$ cat src/rtl/acfm_pkg.sv
// Constants, register map and types of the audio clock failure monitor
package acfm_pkg;
  localparam int ADDR_W = 8;
  localparam int DATA_W = 32;

  // Register byte offsets
  localparam logic [7:0] OFF_TX_CHECK = 8'h00;
  localparam logic [7:0] OFF_RX_CHECK = 8'h04;
  localparam logic [7:0] OFF_TX_STATUS = 8'h08;
  localparam logic [7:0] OFF_RX_STATUS = 8'h0c;
  localparam logic [7:0] OFF_TX_INT = 8'h10;
  localparam logic [7:0] OFF_RX_INT = 8'h14;
  localparam logic [7:0] OFF_MUTE = 8'h18;
  localparam logic [7:0] OFF_TX_HCLK = 8'h1c;
  localparam logic [7:0] OFF_MODE = 8'h20;

  // Clock check control fields
  localparam int PS_W = 4;
  localparam int BOUND_W = 8;
  localparam int CHK_PS_LSB = 0;
  localparam int CHK_SW_BIT = 7;
  localparam int CHK_MIN_LSB = 8;
  localparam int CHK_MAX_LSB = 16;
  localparam int CHK_CNT_LSB = 24;

  // Single-bit fields and the 8-bit divide ratio field
  localparam int STAT_FAIL_BIT = 0;
  localparam int INT_FAIL_BIT = 0;
  localparam int MUTE_TX_BIT = 0;
  localparam int MUTE_RX_BIT = 1;
  localparam int MUTE_LEVEL_BIT = 2;
  localparam int DIV_W = 8;
  localparam int HCLK_DIV_LSB = 0;
  localparam int HCLK_SEL_BIT = 8;
  localparam int HCLK_RUN_BIT = 9;
  localparam int MODE_SPDIF_BIT = 0;
  localparam int MODE_RX_RUN_BIT = 1;

  // Values after reset
  localparam logic [BOUND_W-1:0] RST_LOWER = 8'h00;
  localparam logic [BOUND_W-1:0] RST_UPPER = 8'hff;
  localparam logic [PS_W-1:0] RST_PRESCALE = 4'h0;
  localparam logic [DIV_W-1:0] RST_DIV_RATIO = 8'h00;

  // Measurement window, counters and underrun pattern
  localparam int WINDOW_PERIODS = 32;
  localparam int WIN_W = $clog2(WINDOW_PERIODS);
  localparam int RUN_CNT_W = BOUND_W + 1;
  localparam logic [3:0] UNDERRUN_PATTERN = 4'hc;

  typedef enum logic [0:0] {ACFM_SW_IDLE, ACFM_SW_HOLD} acfm_switch_state_t;
endpackage : acfm_pkg

$ cat src/rtl/acfm_top.sv
// Audio clock failure monitor: registers, autoswitch, mute, tx restart
`timescale 1ns/1ps
module acfm_top
  import acfm_pkg::*;
(
  input wire logic core_clk,
  input wire logic reset_n,
  input wire logic [ADDR_W-1:0] regAddr,
  input wire logic [DATA_W-1:0] regWriteData,
  input wire logic regWrite,
  input wire logic regRead,
  output logic [DATA_W-1:0] regReadData,
  input wire logic txHighFreqClockIn,
  output logic txHighFreqClockOut,
  output logic txHighFreqClockOe_n,
  input wire logic rxHighFreqClock,
  input wire logic txDataValid,
  input wire logic txDataBit,
  output logic txSerialOut,
  output logic txSectionReset,
  output logic txFailIrq,
  output logic rxFailIrq,
  output logic muteOut
);
  logic [PS_W-1:0] txPrescale, next_txPrescale;
  logic [PS_W-1:0] rxPrescale, next_rxPrescale;
  logic [BOUND_W-1:0] txLower, next_txLower, txUpper, next_txUpper;
  logic [BOUND_W-1:0] rxLower, next_rxLower, rxUpper, next_rxUpper;
  logic txAutoSwitch, next_txAutoSwitch;
  logic txFailFlag, next_txFailFlag, rxFailFlag, next_rxFailFlag;
  logic txIntEn, next_txIntEn, rxIntEn, next_rxIntEn;
  logic muteTxEn, next_muteTxEn, muteRxEn, next_muteRxEn;
  logic muteLevel, next_muteLevel;
  logic [DIV_W-1:0] txDivRatio, next_txDivRatio;
  logic txSourceSel, next_txSourceSel;
  logic txDivRun, next_txDivRun, rxDivRun, next_rxDivRun;
  logic spdifMode, next_spdifMode;
  logic [DATA_W-1:0] next_regReadData;
  logic next_txFailIrq, next_rxFailIrq, next_muteOut;
  logic next_txHighFreqClockOe_n;
  logic [BOUND_W-1:0] txMeasured, rxMeasured;
  logic txFailEvent, rxFailEvent;
  logic divClock, divRise;
  logic txClkSel, txClkPrev, rxClkPrev, txRise, rxRise;
  logic switchStart;
  acfm_switch_state_t swState, next_swState;
  logic next_txSectionReset;
  logic [1:0] patIdx, next_patIdx;
  logic next_txSerialOut;
  logic awaitFirstBit, next_awaitFirstBit;
  always_comb begin
    txClkSel = txSourceSel ? divClock : txHighFreqClockIn;
    txRise = txClkSel && !txClkPrev;
    rxRise = rxHighFreqClock && !rxClkPrev;
    switchStart = txFailEvent && spdifMode && txAutoSwitch &&
      !txSourceSel;
  end
  // Divider runs only when software releases it
  acfm_clock_divider #(.RATIO_W(DIV_W)) u_txDivider (
    .core_clk(core_clk),
    .reset_n(reset_n),
    .run(txDivRun),
    .restart(switchStart),
    .ratio(txDivRatio),
    .clockOut(divClock),
    .risePulse(divRise)
  );
  acfm_clock_check #(.WINDOW(WINDOW_PERIODS)) u_txCheck (
    .core_clk(core_clk),
    .reset_n(reset_n),
    .run(txDivRun),
    .clockRise(txRise),
    .prescale(txPrescale),
    .lowerBound(txLower),
    .upperBound(txUpper),
    .measuredCount(txMeasured),
    .failEvent(txFailEvent)
  );
  acfm_clock_check #(.WINDOW(WINDOW_PERIODS)) u_rxCheck (
    .core_clk(core_clk),
    .reset_n(reset_n),
    .run(rxDivRun),
    .clockRise(rxRise),
    .prescale(rxPrescale),
    .lowerBound(rxLower),
    .upperBound(rxUpper),
    .measuredCount(rxMeasured),
    .failEvent(rxFailEvent)
  );
  // Register file and sticky flags
  always_comb begin
    next_txPrescale = txPrescale;
    next_rxPrescale = rxPrescale;
    next_txLower = txLower;
    next_txUpper = txUpper;
    next_rxLower = rxLower;
    next_rxUpper = rxUpper;
    next_txAutoSwitch = txAutoSwitch;
    next_txFailFlag = txFailFlag;
    next_rxFailFlag = rxFailFlag;
    next_txIntEn = txIntEn;
    next_rxIntEn = rxIntEn;
    next_muteTxEn = muteTxEn;
    next_muteRxEn = muteRxEn;
    next_muteLevel = muteLevel;
    next_txDivRatio = txDivRatio;
    next_txSourceSel = txSourceSel;
    next_txDivRun = txDivRun;
    next_rxDivRun = rxDivRun;
    next_spdifMode = spdifMode;
    if (regWrite) begin
      unique case (regAddr)
        OFF_TX_CHECK: begin
          next_txPrescale = regWriteData[CHK_PS_LSB +: PS_W];
          next_txAutoSwitch = regWriteData[CHK_SW_BIT];
          next_txLower = regWriteData[CHK_MIN_LSB +: BOUND_W];
          next_txUpper = regWriteData[CHK_MAX_LSB +: BOUND_W];
        end
        OFF_RX_CHECK: begin
          // Receive side has no autoswitch bit
          next_rxPrescale = regWriteData[CHK_PS_LSB +: PS_W];
          next_rxLower = regWriteData[CHK_MIN_LSB +: BOUND_W];
          next_rxUpper = regWriteData[CHK_MAX_LSB +: BOUND_W];
        end
        OFF_TX_STATUS: begin
          if (regWriteData[STAT_FAIL_BIT]) next_txFailFlag = 1'b0;
        end
        OFF_RX_STATUS: begin
          if (regWriteData[STAT_FAIL_BIT]) next_rxFailFlag = 1'b0;
        end
        OFF_TX_INT: next_txIntEn = regWriteData[INT_FAIL_BIT];
        OFF_RX_INT: next_rxIntEn = regWriteData[INT_FAIL_BIT];
        OFF_MUTE: begin
          next_muteTxEn = regWriteData[MUTE_TX_BIT];
          next_muteRxEn = regWriteData[MUTE_RX_BIT];
          next_muteLevel = regWriteData[MUTE_LEVEL_BIT];
        end
        OFF_TX_HCLK: begin
          next_txDivRatio = regWriteData[HCLK_DIV_LSB +: DIV_W];
          next_txSourceSel = regWriteData[HCLK_SEL_BIT];
          next_txDivRun = regWriteData[HCLK_RUN_BIT];
        end
        OFF_MODE: begin
          next_spdifMode = regWriteData[MODE_SPDIF_BIT];
          next_rxDivRun = regWriteData[MODE_RX_RUN_BIT];
        end
        default: ;
      endcase
    end
    // Hardware set beats a same-cycle software clear
    if (txFailEvent) next_txFailFlag = 1'b1;
    if (rxFailEvent) next_rxFailFlag = 1'b1;
    if (switchStart) next_txSourceSel = 1'b1;
    next_regReadData = '0;
    if (regRead) begin
      unique case (regAddr)
        OFF_TX_CHECK: next_regReadData = {txMeasured, txUpper, txLower,
          txAutoSwitch, 3'h0, txPrescale};
        OFF_RX_CHECK: next_regReadData = {rxMeasured, rxUpper, rxLower,
          4'h0, rxPrescale};
        OFF_TX_STATUS: next_regReadData = {31'h0, txFailFlag};
        OFF_RX_STATUS: next_regReadData = {31'h0, rxFailFlag};
        OFF_TX_INT: next_regReadData = {31'h0, txIntEn};
        OFF_RX_INT: next_regReadData = {31'h0, rxIntEn};
        OFF_MUTE: next_regReadData = {29'h0, muteLevel, muteRxEn, muteTxEn};
        OFF_TX_HCLK: next_regReadData = {22'h0, txDivRun, txSourceSel,
          txDivRatio};
        OFF_MODE: next_regReadData = {30'h0, rxDivRun, spdifMode};
        default: next_regReadData = '0;
      endcase
    end
    next_txFailIrq = next_txFailFlag && next_txIntEn;
    next_rxFailIrq = next_rxFailFlag && next_rxIntEn;
    next_muteOut = ((next_txFailFlag && next_muteTxEn) ||
      (next_rxFailFlag && next_muteRxEn)) ? next_muteLevel
      : !next_muteLevel;
    // Pin never driven while the failure flag stands
    next_txHighFreqClockOe_n = !(next_txSourceSel &&
      !next_txFailFlag);
  end

  always_ff @(posedge core_clk or negedge reset_n) begin
    if (!reset_n) begin
      txPrescale <= RST_PRESCALE;
      rxPrescale <= RST_PRESCALE;
      txLower <= RST_LOWER;
      txUpper <= RST_UPPER;
      rxLower <= RST_LOWER;
      rxUpper <= RST_UPPER;
      txAutoSwitch <= 1'b0;
      txFailFlag <= 1'b0;
      rxFailFlag <= 1'b0;
      txIntEn <= 1'b0;
      rxIntEn <= 1'b0;
      muteTxEn <= 1'b0;
      muteRxEn <= 1'b0;
      muteLevel <= 1'b0;
      txDivRatio <= RST_DIV_RATIO;
      txSourceSel <= 1'b0;
      txDivRun <= 1'b0;
      rxDivRun <= 1'b0;
      spdifMode <= 1'b0;
      regReadData <= '0;
      txFailIrq <= 1'b0;
      rxFailIrq <= 1'b0;
      muteOut <= 1'b1;
      txHighFreqClockOe_n <= 1'b1;
      txClkPrev <= 1'b0;
      rxClkPrev <= 1'b0;
    end else begin
      txPrescale <= next_txPrescale;
      rxPrescale <= next_rxPrescale;
      txLower <= next_txLower;
      txUpper <= next_txUpper;
      rxLower <= next_rxLower;
      rxUpper <= next_rxUpper;
      txAutoSwitch <= next_txAutoSwitch;
      txFailFlag <= next_txFailFlag;
      rxFailFlag <= next_rxFailFlag;
      txIntEn <= next_txIntEn;
      rxIntEn <= next_rxIntEn;
      muteTxEn <= next_muteTxEn;
      muteRxEn <= next_muteRxEn;
      muteLevel <= next_muteLevel;
      txDivRatio <= next_txDivRatio;
      txSourceSel <= next_txSourceSel;
      txDivRun <= next_txDivRun;
      rxDivRun <= next_rxDivRun;
      spdifMode <= next_spdifMode;
      regReadData <= next_regReadData;
      txFailIrq <= next_txFailIrq;
      rxFailIrq <= next_rxFailIrq;
      muteOut <= next_muteOut;
      txHighFreqClockOe_n <= next_txHighFreqClockOe_n;
      txClkPrev <= txClkSel;
      rxClkPrev <= rxHighFreqClock;
    end
  end
  assign txHighFreqClockOut = divClock;
  // Autoswitch restart and transmit bit stage
  always_comb begin
    next_swState = swState;
    next_patIdx = patIdx;
    next_txSerialOut = txSerialOut;
    unique case (swState)
      ACFM_SW_IDLE: if (switchStart) next_swState = ACFM_SW_HOLD;
      ACFM_SW_HOLD: if (divRise) next_swState = ACFM_SW_IDLE;
    endcase
    next_txSectionReset = next_swState == ACFM_SW_HOLD;
    // Armed during the hold, spent on the first clock rise after it
    next_awaitFirstBit = txRise ? 1'b0 : awaitFirstBit | txSectionReset;
    if (next_txSectionReset) begin
      next_patIdx = '0;
      next_txSerialOut = 1'b0;
    end else if (txRise) begin
      if (txDataValid) begin
        next_txSerialOut = txDataBit;
      end else begin
        // Underrun repeats biphase-mark zeros so a receiver keeps lock
        next_txSerialOut = UNDERRUN_PATTERN[2'd3 - patIdx];
        next_patIdx = patIdx + 1'b1;
      end
    end
  end

  always_ff @(posedge core_clk or negedge reset_n) begin
    if (!reset_n) begin
      swState <= ACFM_SW_IDLE;
      txSectionReset <= 1'b0;
      patIdx <= '0;
      txSerialOut <= 1'b0;
      awaitFirstBit <= 1'b0;
    end else begin
      swState <= next_swState;
      txSectionReset <= next_txSectionReset;
      patIdx <= next_patIdx;
      txSerialOut <= next_txSerialOut;
      awaitFirstBit <= next_awaitFirstBit;
    end
  end

  a_fail_sticky: assert property (@(posedge core_clk) disable iff (!reset_n)
    txFailFlag && !(regWrite && regAddr == OFF_TX_STATUS &&
    regWriteData[STAT_FAIL_BIT]) |=> txFailFlag)
    else $error("tx failure flag dropped without a clear");
  a_set_wins: assert property (@(posedge core_clk) disable iff (!reset_n)
    rxFailEvent |=> rxFailFlag)
    else $error("rx failure event lost");
  a_irq_gate: assert property (@(posedge core_clk) disable iff (!reset_n)
    txFailIrq |-> txFailFlag && txIntEn)
    else $error("tx interrupt without enabled flag");
  a_switch_select: assert property (@(posedge core_clk) disable iff (!reset_n)
    switchStart |=> txSourceSel && txSectionReset &&
    txDivRatio == $past(txDivRatio))
    else $error("autoswitch did not select internal divider");
  a_hold_release: assert property (@(posedge core_clk) disable iff (!reset_n)
    txSectionReset && divRise |=> !txSectionReset)
    else $error("tx section held past one period");
  a_no_drive_fail: assert property (@(posedge core_clk) disable iff (!reset_n)
    txFailFlag |-> txHighFreqClockOe_n)
    else $error("high clock pin driven while failed");
  a_mute_level: assert property (@(posedge core_clk) disable iff (!reset_n)
    txFailFlag && muteTxEn |-> muteOut == muteLevel)
    else $error("mute output not at programmed level");
  a_underrun_first: assert property (@(posedge core_clk) disable iff (!reset_n)
    awaitFirstBit && txRise && !txDataValid |=> txSerialOut)
    else $error("underrun did not start with pattern one");
  c_tx_fail: cover property (@(posedge core_clk) disable iff (!reset_n)
    $rose(txFailFlag));
  c_autoswitch: cover property (@(posedge core_clk) disable iff (!reset_n)
    switchStart ##[1:1000] $fell(txSectionReset));
  c_rx_mute: cover property (@(posedge core_clk) disable iff (!reset_n)
    rxFailFlag && muteRxEn && muteOut == muteLevel);
endmodule : acfm_top

$ cat src/rtl/acfm_clock_divider.sv
// Internal high-frequency clock divider with restart to a full period
`timescale 1ns/1ps
module acfm_clock_divider
  import acfm_pkg::*;
#(
  parameter int RATIO_W = DIV_W
) (
  input wire logic core_clk,
  input wire logic reset_n,
  input wire logic run,
  input wire logic restart,
  input wire logic [RATIO_W-1:0] ratio,
  output logic clockOut,
  output logic risePulse
);
  logic [RATIO_W-1:0] count;
  logic [RATIO_W-1:0] next_count;
  logic next_clockOut;
  logic next_risePulse;

  always_comb begin
    next_count = count;
    next_clockOut = clockOut;
    next_risePulse = 1'b0;
    if (!run) begin
      next_count = '0;
      next_clockOut = 1'b0;
    end else if (restart) begin
      // Period starts with its high half, so it ends on the next rise
      next_count = '0;
      next_clockOut = 1'b1;
    end else if (count == ratio) begin
      next_count = '0;
      next_clockOut = !clockOut;
      next_risePulse = !clockOut;
    end else begin
      next_count = count + 1'b1;
    end
  end

  always_ff @(posedge core_clk or negedge reset_n) begin
    if (!reset_n) begin
      count <= '0;
      clockOut <= 1'b0;
      risePulse <= 1'b0;
    end else begin
      count <= next_count;
      clockOut <= next_clockOut;
      risePulse <= next_risePulse;
    end
  end

  a_restart_full: assert property (@(posedge core_clk) disable iff (!reset_n)
    run && restart |=> clockOut && count == '0)
    else $error("divider did not restart to a full period");
endmodule : acfm_clock_divider

$ cat src/rtl/acfm_clock_check.sv
// One clock check channel: window count, latch and bound compare
`timescale 1ns/1ps
module acfm_clock_check
  import acfm_pkg::*;
#(
  parameter int WINDOW = WINDOW_PERIODS
) (
  input wire logic core_clk,
  input wire logic reset_n,
  input wire logic run,
  input wire logic clockRise,
  input wire logic [PS_W-1:0] prescale,
  input wire logic [BOUND_W-1:0] lowerBound,
  input wire logic [BOUND_W-1:0] upperBound,
  output logic [BOUND_W-1:0] measuredCount,
  output logic failEvent
);
  localparam int WW = $clog2(WINDOW);
  localparam logic [WW-1:0] WIN_LAST = WW'(WINDOW - 1);
  localparam logic [RUN_CNT_W-1:0] RUN_MAX = '1;

  logic [PS_W-1:0] psCount, next_psCount;
  logic [RUN_CNT_W-1:0] runCount, next_runCount;
  logic [WW-1:0] winCount, next_winCount;
  logic [BOUND_W-1:0] next_measuredCount;
  logic next_failEvent;
  logic tick;
  logic windowEnd;
  logic [BOUND_W-1:0] satCount;

  always_comb begin
    tick = psCount == prescale;
    windowEnd = run && clockRise && winCount == WIN_LAST;
    satCount = runCount[RUN_CNT_W-1] ? '1 : runCount[BOUND_W-1:0];
    next_psCount = tick ? '0 : psCount + 1'b1;
    next_runCount = runCount;
    if (tick && runCount != RUN_MAX) begin
      next_runCount = runCount + 1'b1;
    end
    next_winCount = clockRise ? winCount + 1'b1 : winCount;
    next_measuredCount = measuredCount;
    if (windowEnd) begin
      next_measuredCount = satCount;
      next_runCount = '0;
      next_psCount = '0;
    end
    if (!run) begin
      next_psCount = '0;
      next_runCount = '0;
      next_winCount = '0;
    end
    // Unsigned compares; max side catches a stopped clock
    next_failEvent = run && ((windowEnd && satCount < lowerBound) ||
      runCount > {1'b0, upperBound});
  end

  always_ff @(posedge core_clk or negedge reset_n) begin
    if (!reset_n) begin
      psCount <= '0;
      runCount <= '0;
      winCount <= '0;
      measuredCount <= '0;
      failEvent <= 1'b0;
    end else begin
      psCount <= next_psCount;
      runCount <= next_runCount;
      winCount <= next_winCount;
      measuredCount <= next_measuredCount;
      failEvent <= next_failEvent;
    end
  end

  a_window_latch: assert property (@(posedge core_clk) disable iff (!reset_n)
    windowEnd |=> measuredCount == $past(satCount) && runCount == '0)
    else $error("window count not latched");
  a_max_detect: assert property (@(posedge core_clk) disable iff (!reset_n)
    run && runCount > {1'b0, upperBound} |=> failEvent)
    else $error("running count above bound not flagged");
  a_min_detect: assert property (@(posedge core_clk) disable iff (!reset_n)
    windowEnd && satCount < lowerBound |=> failEvent)
    else $error("short window not flagged");
endmodule : acfm_clock_check

$ cat config.mk
export PLATFORM = sky130hd
export DESIGN_NAME = acfm_top
export DESIGN_NICKNAME = d
export VERILOG_FILES = /design/src/rtl/acfm_pkg.sv /design/src/rtl/acfm_top.sv /design/src/rtl/acfm_clock_divider.sv /design/src/rtl/acfm_clock_check.sv
export SDC_FILE = /design/constraint.sdc
export NUM_CORES = 1
export LEC_CHECK = 0
export BUFFER_PORTS_ARGS = -buffer_cell sky130_fd_sc_hd__buf_2
export CORE_MARGIN = 2
export CORE_UTILIZATION = 35
export DETAILED_ROUTE_END_ITERATION = 8
export GPL_ROUTABILITY_DRIVEN = 0
export PLACE_DENSITY = 0.62
export SYNTH_ARGS = -nofsm -noshare
export SYNTH_HDL_FRONTEND = slang
export SYNTH_HIERARCHICAL = 1
export SYNTH_SLANG_ARGS = --single-unit
$ cat constraint.sdc
create_clock -name core_clk -period 1.9 [get_ports core_clk]
set_input_delay 0.19 -clock core_clk [delete_from_list [all_inputs] [get_ports core_clk]]
set_output_delay 0.19 -clock core_clk [all_outputs]
set_load 0.05 [all_outputs]
==> metrics.md, run 1 <==
| Metric | Value |
|---|---|
| Run status | `completed` |
| Number of setup violations in the final report | `0` |
| Die Wd | `157.5 um` |
| TritonCTS buffer count | `17` |
| Clock tree root buffer cell | `sky130_fd_sc_hd__clkbuf_16` |
| Fin crit period | `approximately 1.9 ns` |
| Cells taking the most area after synthesis | `sky130_fd_sc_hd__dfrtp_1 45%, sky130_fd_sc_hd__mux2_2 7.2%, sky130_fd_sc_hd__ha_1 6.2%` |
| Total wirelength of the detailed-routed design | `18710 um` |
| Overall via count from detail_route | `5646` |
| Dominant combinational cell family by area after synthesis | `simple AND/OR/NAND/NOR gates` |
| Synthesized-area fraction occupied by adder cells | `0.06219` |
| DR WL/cell | `16.11 um` |
| Required time reported for the critical path endpoint | `2.23 ns` |
| Synth Cell Area | `8249 um^2` |
| Finished layout cell area | `just over 10000 um^2` |
| Crit path cell chain | `or2_2 > ha_1 > nor4b_2 > o21bai_1 > a21oi_1 > o21ai_1 > o32ai_2` |
| GR Util All Layers | `0.1581` |
| Synthesized-area fraction occupied by xor and xnor cells | `0.05476` |
| Starting Density | `0.3535` |
| Diodes inserted | `0` |
| Type of the worst min-delay path | `in -> reg` |
| Startpoint types | `flop` |
| Count of pins on the block boundary | `87` |
| Number of synthesized flops with an enable pin | `0` |
| Worst slew margin | `0.7335` |
| Largest net degree at the start of global routing | `51` |
| Overall die area | `24810 um^2` |
| DR DRC count | `0` |
| Site Rows | `56` |
| Part of the Yosys area used for sequential elements | `0.5063` |
| Port-buffer cells | `78` |
| Warnings, synthesis | `6` |
| Maximum clock insertion buffer count | `2` |
| Post-synthesis compound-gate area fraction | `0.06628` |
| WP data arrival | `2.22 ns` |
| Pin slew with the least headroom to its limit | `0.3995 ns` |
| Gate count of the mapped netlist | `slightly above 700` |
| Fmax | `between 500 and 600 MHz` |
| Multiplexer share of the synthesized area | `0.1227` |
| Post-synthesis share of cell area spent on and, or, nand and nor gates | `0.1508` |
| Clk slew on worst S/H paths | `0.06 ns` |
| Core area | `23330 um^2` |
| Worst Path Class, Setup | `reg -> reg` |
| Synth top area share | `0.4490` |
| Clock Latency Late Sink | `0.43 ns` |
| R2R cell count | `7` |
| Yosys reg bits | `about 170` |
| Worst IR Drop VDD | `0.0003898 V` |
| Total of max-cap violations | `0` |
| Delay of the slowest cell on the worst path | `between 0.4 and 0.5 ns` |
| Minimum hold slack | `roughly 0.016 ns` |
| Total negative slack for setup checks | `0 ns` |
| Routed vias/inst | `between 4 and 5` |
| First-pass GRT wire length | `30040 um` |
| Maximum fanout along the worst path | `7` |
| Total congestion overflow after global routing | `0` |
| Number of distinct library cell variants in the gate-level netlist after synthesis | `57` |
| Library cell with the largest summed area after synthesis | `sky130_fd_sc_hd__dfrtp_1` |
| Library cell contributing the largest single delay on the critical path | `sky130_fd_sc_hd__dfrtp_2` |
| Primary flip-flop cell chosen by synthesis mapping | `sky130_fd_sc_hd__dfrtp_1` |
| Leakage Power | `approximately 4.7 nW` |
| Via count of the first global-routing pass | `5656` |
| Final total power | `7.893 mW` |
| Leading cell types in the layout, fill and taps excluded | `146 x sky130_fd_sc_hd__dfrtp_1, 77 x sky130_fd_sc_hd__buf_2, 70 x sky130_fd_sc_hd__nor2_1` |
| Placed cell area | `9290 um^2` |
| Number of stages on the worst hold path | `2` |
| Setup repair after global routing missed its margin | `true` |
| Worst Skew | `a little over 0.008 ns` |
| Dpl hpwl | `around 13000 um` |
| First-pass DRT Iterations | `4` |
| Post-Synthesis Net Count | `796` |
| Commonest non-fill, non-tap cell in the layout | `sky130_fd_sc_hd__dfrtp_1` |
| Post-route clock period utilization | `0.9948` |
| FFs w/ async S/R, synth | `1.000` |
| Max H-tree Level | `4` |
| Number of cells on the critical path | `7` |
| Antenna violations before repair | `1` |
| Final hold violation count | `0` |
| TritonCTS clock tree | `yes` |
| Share of final-layout standard cells stronger than drive strength 1 | `0.3515` |
| Family with the most delay on the worst path | `compound AO/OA/AOI/OAI gates` |
| Antenna violation net count after detailed routing | `0` |
| Number of clock sinks | `166` |
| Total Nets Final | `918` |
| Initial DRC Count | `274` |
| Syn-to-layout area delta | `22.78%` |
| Ratio of total power to cell area | `779.3 nW/um^2` |
| Average footprint of a synthesized cell | `11.67 um^2` |
| Critical path buffers and inverters | `0` |
| Kind of end point of the critical path | `flop` |
| Final max-slew violation count | `0` |
| Die extent in y | `157.5 um` |
path summary, 6_finish.rpt:
kind / start / end / slack, ns
max in group asynchronous: reset_n / txUpper[7]$_DFFE_PN1P_ / 0.94
max: u_rxCheck/runCount[8]$_DFFE_PN0P_ / u_rxCheck/failEvent$_DFF_PN0_ / 0.01
min: regWriteData[17] / rxUpper[1]$_DFFE_PN1P_ / 0.02
max reg2reg: u_rxCheck/runCount[8]$_DFFE_PN0P_ / u_rxCheck/failEvent$_DFF_PN0_ / 0.01
min reg2reg: u_rxCheck/measuredCount[0]$_DFFE_PN0P_ / u_rxCheck/measuredCount[0]$_DFFE_PN0P_ / 0.48
min in group asynchronous: reset_n / u_rxCheck/measuredCount[3]$_DFFE_PN0P_ / 0.25
stage by stage:
step	worst slack, ns	cells	util
after global routing	-0.06571	1161	0.4341
after CTS	0.0002791	1160	0.4302
after global placement	-0.03211	1114	0.3982
after detailed placement	-0.03675	1114	0.3982
final	0.009860	1161	0.4341
after floorplan	0.008764	707	-
worst register-to-register path, delay by kind of cell, from the launching register on:
family          cells  cell delay, ns
flops               1            0.45
compound gates      4            0.61
fa+ha+maj           1            0.21
simple gates        2            0.53
report_power, final:
part / total, mW / internal (mW) / switching (mW)
clock: 3.43 / 1.91 / 1.51
sequential: 3.75 / 3.66 / 0.0928
combinational: 0.717 / 0.294 / 0.424
per-layer routing:
layer  vias to the layer above  part of all wire  GRT usage
met1                      2824              0.47     0.2112
met3                        26             0.030    0.03442
met4                         2             0.016    0.05498
li1                       2712                 -          -
met2                        82              0.48     0.2539
met5                         -           0.00069          0
kinds of logic (layout without fill, tap and decap cells):
| family | after synthesis | count (layout) |
|---|---|---|
| simple gates | 214 | 214 |
| fa+ha+maj | 41 | 41 |
| flops | 166 | 166 |
| compound gates | 84 | 84 |
| buf+inv | 69 | 204 |
| xor+xnor | 49 | 49 |
| mux | 84 | 84 |
registers in the layout, summed over array words and instances (netlist names), 2 cells and up:
| register | cells |
|---|---|
| txDivRatio | 8 |
| rxLower | 8 |
| u_rxCheck/measuredCount | 8 |
| regReadData | 32 |
| rxUpper | 8 |
| u_txCheck/winCount | 5 |
| u_rxCheck/winCount | 5 |
| txLower | 8 |
| txPrescale | 4 |
| rxPrescale | 4 |
| u_txDivider/count | 8 |
| u_txCheck/measuredCount | 8 |
| u_rxCheck/psCount | 4 |
| txUpper | 8 |
| u_rxCheck/runCount | 9 |
| u_txCheck/runCount | 9 |
| patIdx | 2 |
| u_txCheck/psCount | 4 |
cells in the mapped netlist, types with 2 or more instances:
| cell type | number |
|---|---|
| sky130_fd_sc_hd__inv_1 | 40 |
| sky130_fd_sc_hd__a22oi_1 | 27 |
| sky130_fd_sc_hd__o32ai_1 | 2 |
| sky130_fd_sc_hd__nor2_1 | 70 |
| sky130_fd_sc_hd__mux2i_1 | 10 |
| sky130_fd_sc_hd__or2_2 | 14 |
| sky130_fd_sc_hd__xnor2_2 | 3 |
| sky130_fd_sc_hd__buf_6 | 4 |
| sky130_fd_sc_hd__a31oi_1 | 3 |
| sky130_fd_sc_hd__nand2_1 | 32 |
| sky130_fd_sc_hd__nand3_1 | 20 |
| sky130_fd_sc_hd__nor4_4 | 3 |
| sky130_fd_sc_hd__xor2_1 | 7 |
| sky130_fd_sc_hd__o21ai_0 | 20 |
| sky130_fd_sc_hd__and2_1 | 9 |
| sky130_fd_sc_hd__dfstp_2 | 18 |
| sky130_fd_sc_hd__a32oi_1 | 3 |
| sky130_fd_sc_hd__nand4b_1 | 3 |
| sky130_fd_sc_hd__nor4b_1 | 4 |
| sky130_fd_sc_hd__buf_4 | 2 |
| sky130_fd_sc_hd__and3_1 | 11 |
| sky130_fd_sc_hd__nand4_1 | 11 |
| sky130_fd_sc_hd__a21o_1 | 2 |
| sky130_fd_sc_hd__o21bai_1 | 3 |
| sky130_fd_sc_hd__mux2_2 | 53 |
| sky130_fd_sc_hd__mux2_4 | 21 |
| sky130_fd_sc_hd__buf_2 | 7 |
| sky130_fd_sc_hd__nor2b_1 | 10 |
| sky130_fd_sc_hd__a21oi_1 | 15 |
| sky130_fd_sc_hd__nor4b_4 | 3 |
| sky130_fd_sc_hd__dfrtp_1 | 148 |
| sky130_fd_sc_hd__ha_1 | 41 |
| sky130_fd_sc_hd__nor4_2 | 2 |
| sky130_fd_sc_hd__o31ai_1 | 2 |
| sky130_fd_sc_hd__nor3b_2 | 2 |
| sky130_fd_sc_hd__xnor2_1 | 39 |
| sky130_fd_sc_hd__a2111oi_0 | 2 |
| sky130_fd_sc_hd__clkbuf_1 | 16 |
| sky130_fd_sc_hd__nor3_1 | 7 |
cell type report:
cell class / instances / area, um^2
fill: 2173 / 13200
tap: 319 / 399.1
timing repair buffer: 132 / 929.6
multi-input combinational: 472 / 3885
sequential: 166 / 4179
inverter: 40 / 150.1
clock inverter: 13 / 132.6
clock buffer: 19 / 452.9
timing repair:
item	CTS	global route
hold buffers	11	0
endpoints found under the hold margin	45	0
setup buffers	3	1
endpoints found under the setup margin	2	13
resized for setup	8	20
pin swaps	5	10
Note: power is estimated with default switching activity, not from simulation.
==> run 2: changes to the inputs <==
--- a/config.mk
+++ b/config.mk
@@ -6,11 +6,12 @@
 export NUM_CORES = 1
 export LEC_CHECK = 0
 export BUFFER_PORTS_ARGS = -buffer_cell sky130_fd_sc_hd__buf_2
+export CORE_ASPECT_RATIO = 0.8
 export CORE_MARGIN = 2
-export CORE_UTILIZATION = 35
+export CORE_UTILIZATION = 30
 export DETAILED_ROUTE_END_ITERATION = 8
 export GPL_ROUTABILITY_DRIVEN = 0
-export PLACE_DENSITY = 0.62
+export PLACE_DENSITY = 0.56
 export SYNTH_ARGS = -nofsm -noshare
 export SYNTH_HDL_FRONTEND = slang
 export SYNTH_HIERARCHICAL = 1
==> run 2 against run 1 <==
Effect of this change: clock skew is 0.0030 ns higher; flip-flop and latch count unchanged; via count fell by 0.43%; die area increased by 16%; clock power hardly changed; count of clock-buffer cells in the layout up 1; sequential power is essentially flat; core utilization shrank 5.7 points; final cell count rose by 4.4%; routed wire length is 7.4% higher.
==> metrics.md, run 2 (synthesized netlist as in run 1, its figures left out) <==
| Metric | Value |
|---|---|
| Core area | `27160 um^2` |
| Initial DRC Count | `278` |
| Register with the highest flop count | `regReadData` |
| Dpl hpwl | `14230 um` |
| First-pass DRT Iterations | `4` |
| Total negative slack for setup checks | `0 ns` |
| Fmax | `roughly 530 MHz` |
| Final total power | `7.927 mW` |
| Final hold violation count | `0` |
| Final max-slew violation count | `0` |
| Commonest non-fill, non-tap cell in the layout | `sky130_fd_sc_hd__dfrtp_1` |
| Clock tree root buffer cell | `sky130_fd_sc_hd__clkbuf_16` |
| Antenna violations before repair | `1` |
| Via count of the first global-routing pass | `5834` |
| Number of setup violations in the final report | `0` |
| Pre-CTS worst setup slack | `-0.006562 ns` |
| Non-filler cells, final | `around 1200` |
| Diodes inserted | `0` |
| Clk slew on worst S/H paths | `0.07 ns` |
| Routed vias/inst | `4.639` |
| WP data arrival | `2.22 ns` |
| Largest register FFs | `32` |
| DR DRC count | `0` |
| First-pass GRT wire length | `~32000 um` |
| Worst slew margin | `0.7504` |
| Total wirelength of the detailed-routed design | `between 20000 and 25000 um` |
| Die Wd | `189.4 um` |
| DR WL/cell | `between 15 and 20 um` |
| Pin slew with the least headroom to its limit | `0.3640 ns` |
| Number of clock sinks | `about 170` |
| Flop-to-flop setup slack | `around 0.0092 ns` |
| Overall die area | `28850 um^2` |
| Smallest setup slack after layout | `0.009230 ns` |
| Worst Skew | `approximately 0.011 ns` |
| Syn-to-layout area delta | `24.01%` |
| Total Nets Final | `924` |
| Antenna violation net count after detailed routing | `0` |
| Ratio of total power to cell area | `774.9 nW/um^2` |
| Leading registers by flop count | `regReadData: 32 flops, u_rxCheck/runCount: 9 flops, u_txCheck/runCount: 9 flops` |
| Fin crit period | `around 1.9 ns` |
| Worst Path Class, Setup | `reg -> reg` |
| Finished layout cell area | `slightly above 10000 um^2` |
| Share of final-layout standard cells stronger than drive strength 1 | `0.3573` |
| Site Rows | `54` |
| Largest net degree at the start of global routing | `50` |
| Leakage Power | `4.740 nW` |
| Count of pins on the block boundary | `between 80 and 90` |
| Required time reported for the critical path endpoint | `2.23 ns` |
| Fill cell count | `roughly 2700` |
| Minimum hold slack | `0.009649 ns` |
| GR Util All Layers | `0.1439` |
| Startpoint types | `flop` |
| Clock Latency Late Sink | `0.44 ns` |
| Overall via count from detail_route | `5622` |
| Starting Density | `0.3037` |
| Maximum clock insertion buffer count | `2` |
| Worst IR Drop VDD | `0.0005667 V` |
| Max H-tree Level | `4` |
| Port-buffer cells | `78` |
| Total congestion overflow after global routing | `0` |
| Total of max-cap violations | `0` |
| Instance count after placement with tap cells included | `1160` |
| Maximum fanout along the worst path | `8` |
| TritonCTS buffer count | `17` |
| Kind of end point of the critical path | `flop` |
| Run status | `completed` |
| Die extent in y | `152.3 um` |
| Placed cell area | `9354 um^2` |
| Type of the worst min-delay path | `in -> reg` |
| TritonCTS clock tree | `yes` |
| Leading cell types in the layout, fill and taps excluded | `145 x sky130_fd_sc_hd__dfrtp_1, 77 x sky130_fd_sc_hd__buf_2, 70 x sky130_fd_sc_hd__nor2_1` |
| Setup repair after global routing missed its margin | `true` |
| Post-route clock period utilization | `0.9951` |
| Share of the core filled with cells in the final layout | `0.3766` |
run 2: timing repair:
item	4_1_cts	5_1_grt
resized for setup	0	29
setup endpoints to repair	1	8
hold buffers	12	0
hold endpoints to repair	141	0
pin swaps	0	9
setup buffers	1	7
run 2: layer usage:
layer | GRT usage | part of all wire | vias to the layer above
met3 | 0.03501 | 0.038 | 23
met5 | 0 | 0.00055 | -
met1 | 0.2055 | 0.49 | 2789
met4 | 0.03728 | 0.012 | 2
met2 | 0.2184 | 0.45 | 92
li1 | - | - | 2716
run 2: worst paths after layout:
| check | to | start | cells after the start |
|---|---|---|---|
| max | u_rxCheck/failEvent$_DFF_PN0_ | u_rxCheck/runCount[8]$_DFFE_PN0P_ | 7 |
| min | txAutoSwitch$_DFFE_PN0P_ | regWriteData[7] | 2 |
| max reg2reg | u_rxCheck/failEvent$_DFF_PN0_ | u_rxCheck/runCount[8]$_DFFE_PN0P_ | 7 |
| min reg2reg | u_rxCheck/measuredCount[0]$_DFFE_PN0P_ | u_rxCheck/measuredCount[0]$_DFFE_PN0P_ | 2 |
| max in group asynchronous | muteOut$_DFF_PN1_ | reset_n | 3 |
| min in group asynchronous | regReadData[23]$_DFF_PN0_ | reset_n | 2 |
run 2: cell type report:
| cell class | count | area, um^2 | area share |
|---|---|---|---|
| repair buffers | 138 | 984.7 | 0.09626 |
| clock inverters | 12 | 117.6 | 0.01150 |
| well taps | 364 | 455.4 | 0.04452 |
| clock buffers | 20 | 466.7 | 0.04562 |
| flip-flops and latches | 166 | 4180 | 0.4086 |
| inverters | 40 | 150.1 | 0.01468 |
| multi-input cells | 472 | 3875 | 0.3788 |
run 2: report_power, final:
| part | switching (mW) | internal [mW] | total [mW] |
|---|---|---|---|
| Sequential | 0.0910 | 3.66 | 3.75 |
| Combinational | 0.424 | 0.293 | 0.717 |
| Clock | 1.53 | 1.93 | 3.46 |
run 2: worst max-delay path, cell delays in order, from the launching register on:
cell and delay, ns:
sky130_fd_sc_hd__dfrtp_1 0.40, sky130_fd_sc_hd__buf_6 0.15, sky130_fd_sc_hd__buf_4 0.13, sky130_fd_sc_hd__or2_2 0.30, sky130_fd_sc_hd__ha_1 0.28, sky130_fd_sc_hd__a21oi_1 0.16, sky130_fd_sc_hd__o21ai_1 0.08, sky130_fd_sc_hd__o32ai_1 0.29
==> run 3: changes to the inputs <==
--- a/config.mk
+++ b/config.mk
@@ -7,7 +7,7 @@
 export LEC_CHECK = 0
 export BUFFER_PORTS_ARGS = -buffer_cell sky130_fd_sc_hd__buf_2
 export CORE_ASPECT_RATIO = 0.8
-export CORE_MARGIN = 2
+export CORE_MARGIN = 4
 export CORE_UTILIZATION = 30
 export DETAILED_ROUTE_END_ITERATION = 8
 export GPL_ROUTABILITY_DRIVEN = 0
==> run 3 against run 2 <==
Effect of this change: sequential share of layout area increased by 0.18 points; global-route usage decreased by 1.4 points; register-to-register slack improved by 0.05 ns; highest routed layer unchanged; largest cell class unchanged; critical endpoint unchanged; power decreased by 2.9%; first-iteration DRC count decreased by 19%.
==> metrics.md, run 3 (synthesized netlist as in run 1, its figures left out) <==
| Metric | Value |
|---|---|
| Clock Latency Late Sink | `0.43 ns` |
| Die extent in y | `156.3 um` |
| Ratio of total power to cell area | `756.2 nW/um^2` |
| Total wirelength of the detailed-routed design | `approximately 20000 um` |
| Met1 WL | `9735 um` |
| Post-route clock period utilization | `0.9678` |
| Diodes inserted | `0` |
| Family with the most delay on the worst path | `compound AO/OA/AOI/OAI gates` |
| Final total power | `just under 8 mW` |
| Library cell contributing the largest single delay on the critical path | `sky130_fd_sc_hd__dfrtp_2` |
| Clk slew on worst S/H paths | `0.07 ns` |
| Overall die area | `slightly above 30000 um^2` |
| Critical path buffers and inverters | `1` |
| Pin slew with the least headroom to its limit | `between 0.5 and 0.6 ns` |
| Worst slew margin | `0.6598` |
| Final max-slew violation count | `0` |
| Final hold violation count | `0` |
| Required time reported for the critical path endpoint | `2.19 ns` |
| Share of final-layout standard cells stronger than drive strength 1 | `0.3592` |
| Clock tree root buffer cell | `sky130_fd_sc_hd__clkbuf_16` |
| Total congestion overflow after global routing | `0` |
| Fin crit period | `about 1.8 ns` |
| Setup repair after global routing missed its margin | `true` |
| Most used cell, CP | `sky130_fd_sc_hd__o21ai_1` |
| Startpoint types | `flop` |
| Die Wd | `between 150 and 200 um` |
| Placed cell area | `9338 um^2` |
| Number of clock sinks | `166` |
| DR top layer | `met5` |
| Max H-tree Level | `4` |
| Number of setup violations in the final report | `0` |
| Finished layout cell area | `between 10000 and 15000 um^2` |
| Multi-input gate area | `3956 um^2` |
| Fill cell count | `2623` |
| Delay of the slowest cell on the worst path | `0.45 ns` |
| Core area | `26660 um^2` |
| Routed met2 length | `8839 um` |
| Initial DRC Count | `225` |
| Leading cell types in the layout, fill and taps excluded | `146 x sky130_fd_sc_hd__dfrtp_1, 77 x sky130_fd_sc_hd__buf_2, 70 x sky130_fd_sc_hd__nor2_1` |
| Fmax | `543.8 MHz` |
| Commonest non-fill, non-tap cell in the layout | `sky130_fd_sc_hd__dfrtp_1` |
| TritonCTS clock tree | `yes` |
| Total Nets Final | `914` |
| TritonCTS buffer count | `17` |
| Run status | `completed` |
| Leakage Power | `4.683 nW` |
| Storage cell area | `4179 um^2` |
| Kind of end point of the critical path | `flop` |
| Overall via count from detail_route | `5569` |
| Crit path cell chain | `buf_6 > or2_4 > ha_4 > o21ai_1 > o21bai_1 > a21oi_1 > o21ai_1 > o32ai_1` |
| Site Rows | `53` |
| Register with the highest flop count | `regReadData` |
| Worst Path Class, Setup | `reg -> reg` |
| Largest net degree at the start of global routing | `52` |
| Worst Skew | `0.01101 ns` |
| Type of the worst min-delay path | `in -> reg` |
| Routed vias/inst | `about 4.7` |
| DR DRC count | `0` |
| Port-buffer cells | `around 80` |
| Antenna violation net count after detailed routing | `0` |
| Detailed-routed wire length on met3 | `713 um` |
| WP data arrival | `approximately 2.1 ns` |
| Syn-to-layout area delta | `23.43%` |
| DR WL/cell | `about 16 um` |
| Count of pins on the block boundary | `87` |
| Maximum clock insertion buffer count | `2` |
| Total of max-cap violations | `0` |
| Worst IR Drop VDD | `around 0.0005 V` |
| Largest register FFs | `32` |
| Starting Density | `0.3094` |
| Antenna violations before repair | `3` |
| GR Util All Layers | `0.1303` |
| Dpl hpwl | `14130 um` |
| Leading registers by flop count | `regReadData: 32 flops, u_rxCheck/runCount: 9 flops, u_txCheck/runCount: 9 flops` |
| First-pass DRT Iterations | `4` |
| Via count of the first global-routing pass | `about 5700` |
| Maximum fanout along the worst path | `6` |
| First-pass GRT wire length | `31530 um` |
run 3: cell types whose count changed in the layout (fill, tap and decap cells not counted), sizes merged:
cell / change
bufinv: -1
clkbuf: +1
buf: -6
inv: +1
clkinvlp: -1
dlygate4sd3: -4
run 3: area by class of cell:
cell class / count / area share
Sequential cell: 166 / 0.4104
Tap cell: 357 / 0.04387
Timing Repair Buffer: 128 / 0.08835
Clock inverter: 11 / 0.008847
Inverter: 40 / 0.01475
Clock buffer: 21 / 0.04522
Multi-Input combinational cell: 472 / 0.3885
run 3: per-stage QoR:
step                hold slack, ns  setup slack, ns  instances  setup TNS (ns)  utilization
detailed placement          0.1892         -0.05375       1152        -0.08030       0.3503
floorplan                  -0.1056         0.008764        707               0            -
CTS                      0.0007970         0.005721       1193               0       0.3760
global placement            0.1805         -0.01729       1152        -0.01729       0.3503
finish                     0.01739          0.06110       1195               0       0.3820
global route              0.004580         -0.01718       1195        -0.02594       0.3820
run 3: report_power, final:
group          leakage, nW  internal [mW]  switching [mW]
sequential            2.22           3.66          0.0887
combinational         2.20          0.297           0.427
clock                0.265           1.77            1.46
total                 4.68           5.72            1.98
run 3: worst paths after layout:
| check | from | endpoint | slack, ns | cells after the start |
|---|---|---|---|---|
| worst max-delay path | u_rxCheck/runCount[8]$_DFFE_PN0P_ | u_rxCheck/failEvent$_DFF_PN0_ | 0.06 | 8 |
| worst min register to register | u_rxCheck/measuredCount[0]$_DFFE_PN0P_ | u_rxCheck/measuredCount[0]$_DFFE_PN0P_ | 0.49 | 2 |
| worst min-delay path | regWriteData[20] | rxUpper[4]$_DFFE_PN1P_ | 0.02 | 2 |
| worst max register to register | u_rxCheck/runCount[8]$_DFFE_PN0P_ | u_rxCheck/failEvent$_DFF_PN0_ | 0.06 | 8 |
| min in group asynchronous | reset_n | regReadData[29]$_DFF_PN0_ | 0.31 | 2 |
| max in group asynchronous | reset_n | u_txDivider/clockOut$_DFFE_PN0P_ | 0.89 | 3 |
run 3: metal layers:
layer  global-route usage  vias up
li1                     -     2701
met2               0.1981       67
met5                    0        -
met3              0.03293       20
met4              0.03067        6
met1               0.1880     2775
run 3: repair_timing:
action | 4_1_cts | 5_1_grt
buffers inserted | 1 | 2
hold buffers | 8 | 0
endpoints found under the hold margin | 52 | 0
setup endpoints to repair | 2 | 14
pin swaps | 6 | 8
gates resized for setup | 12 | 26
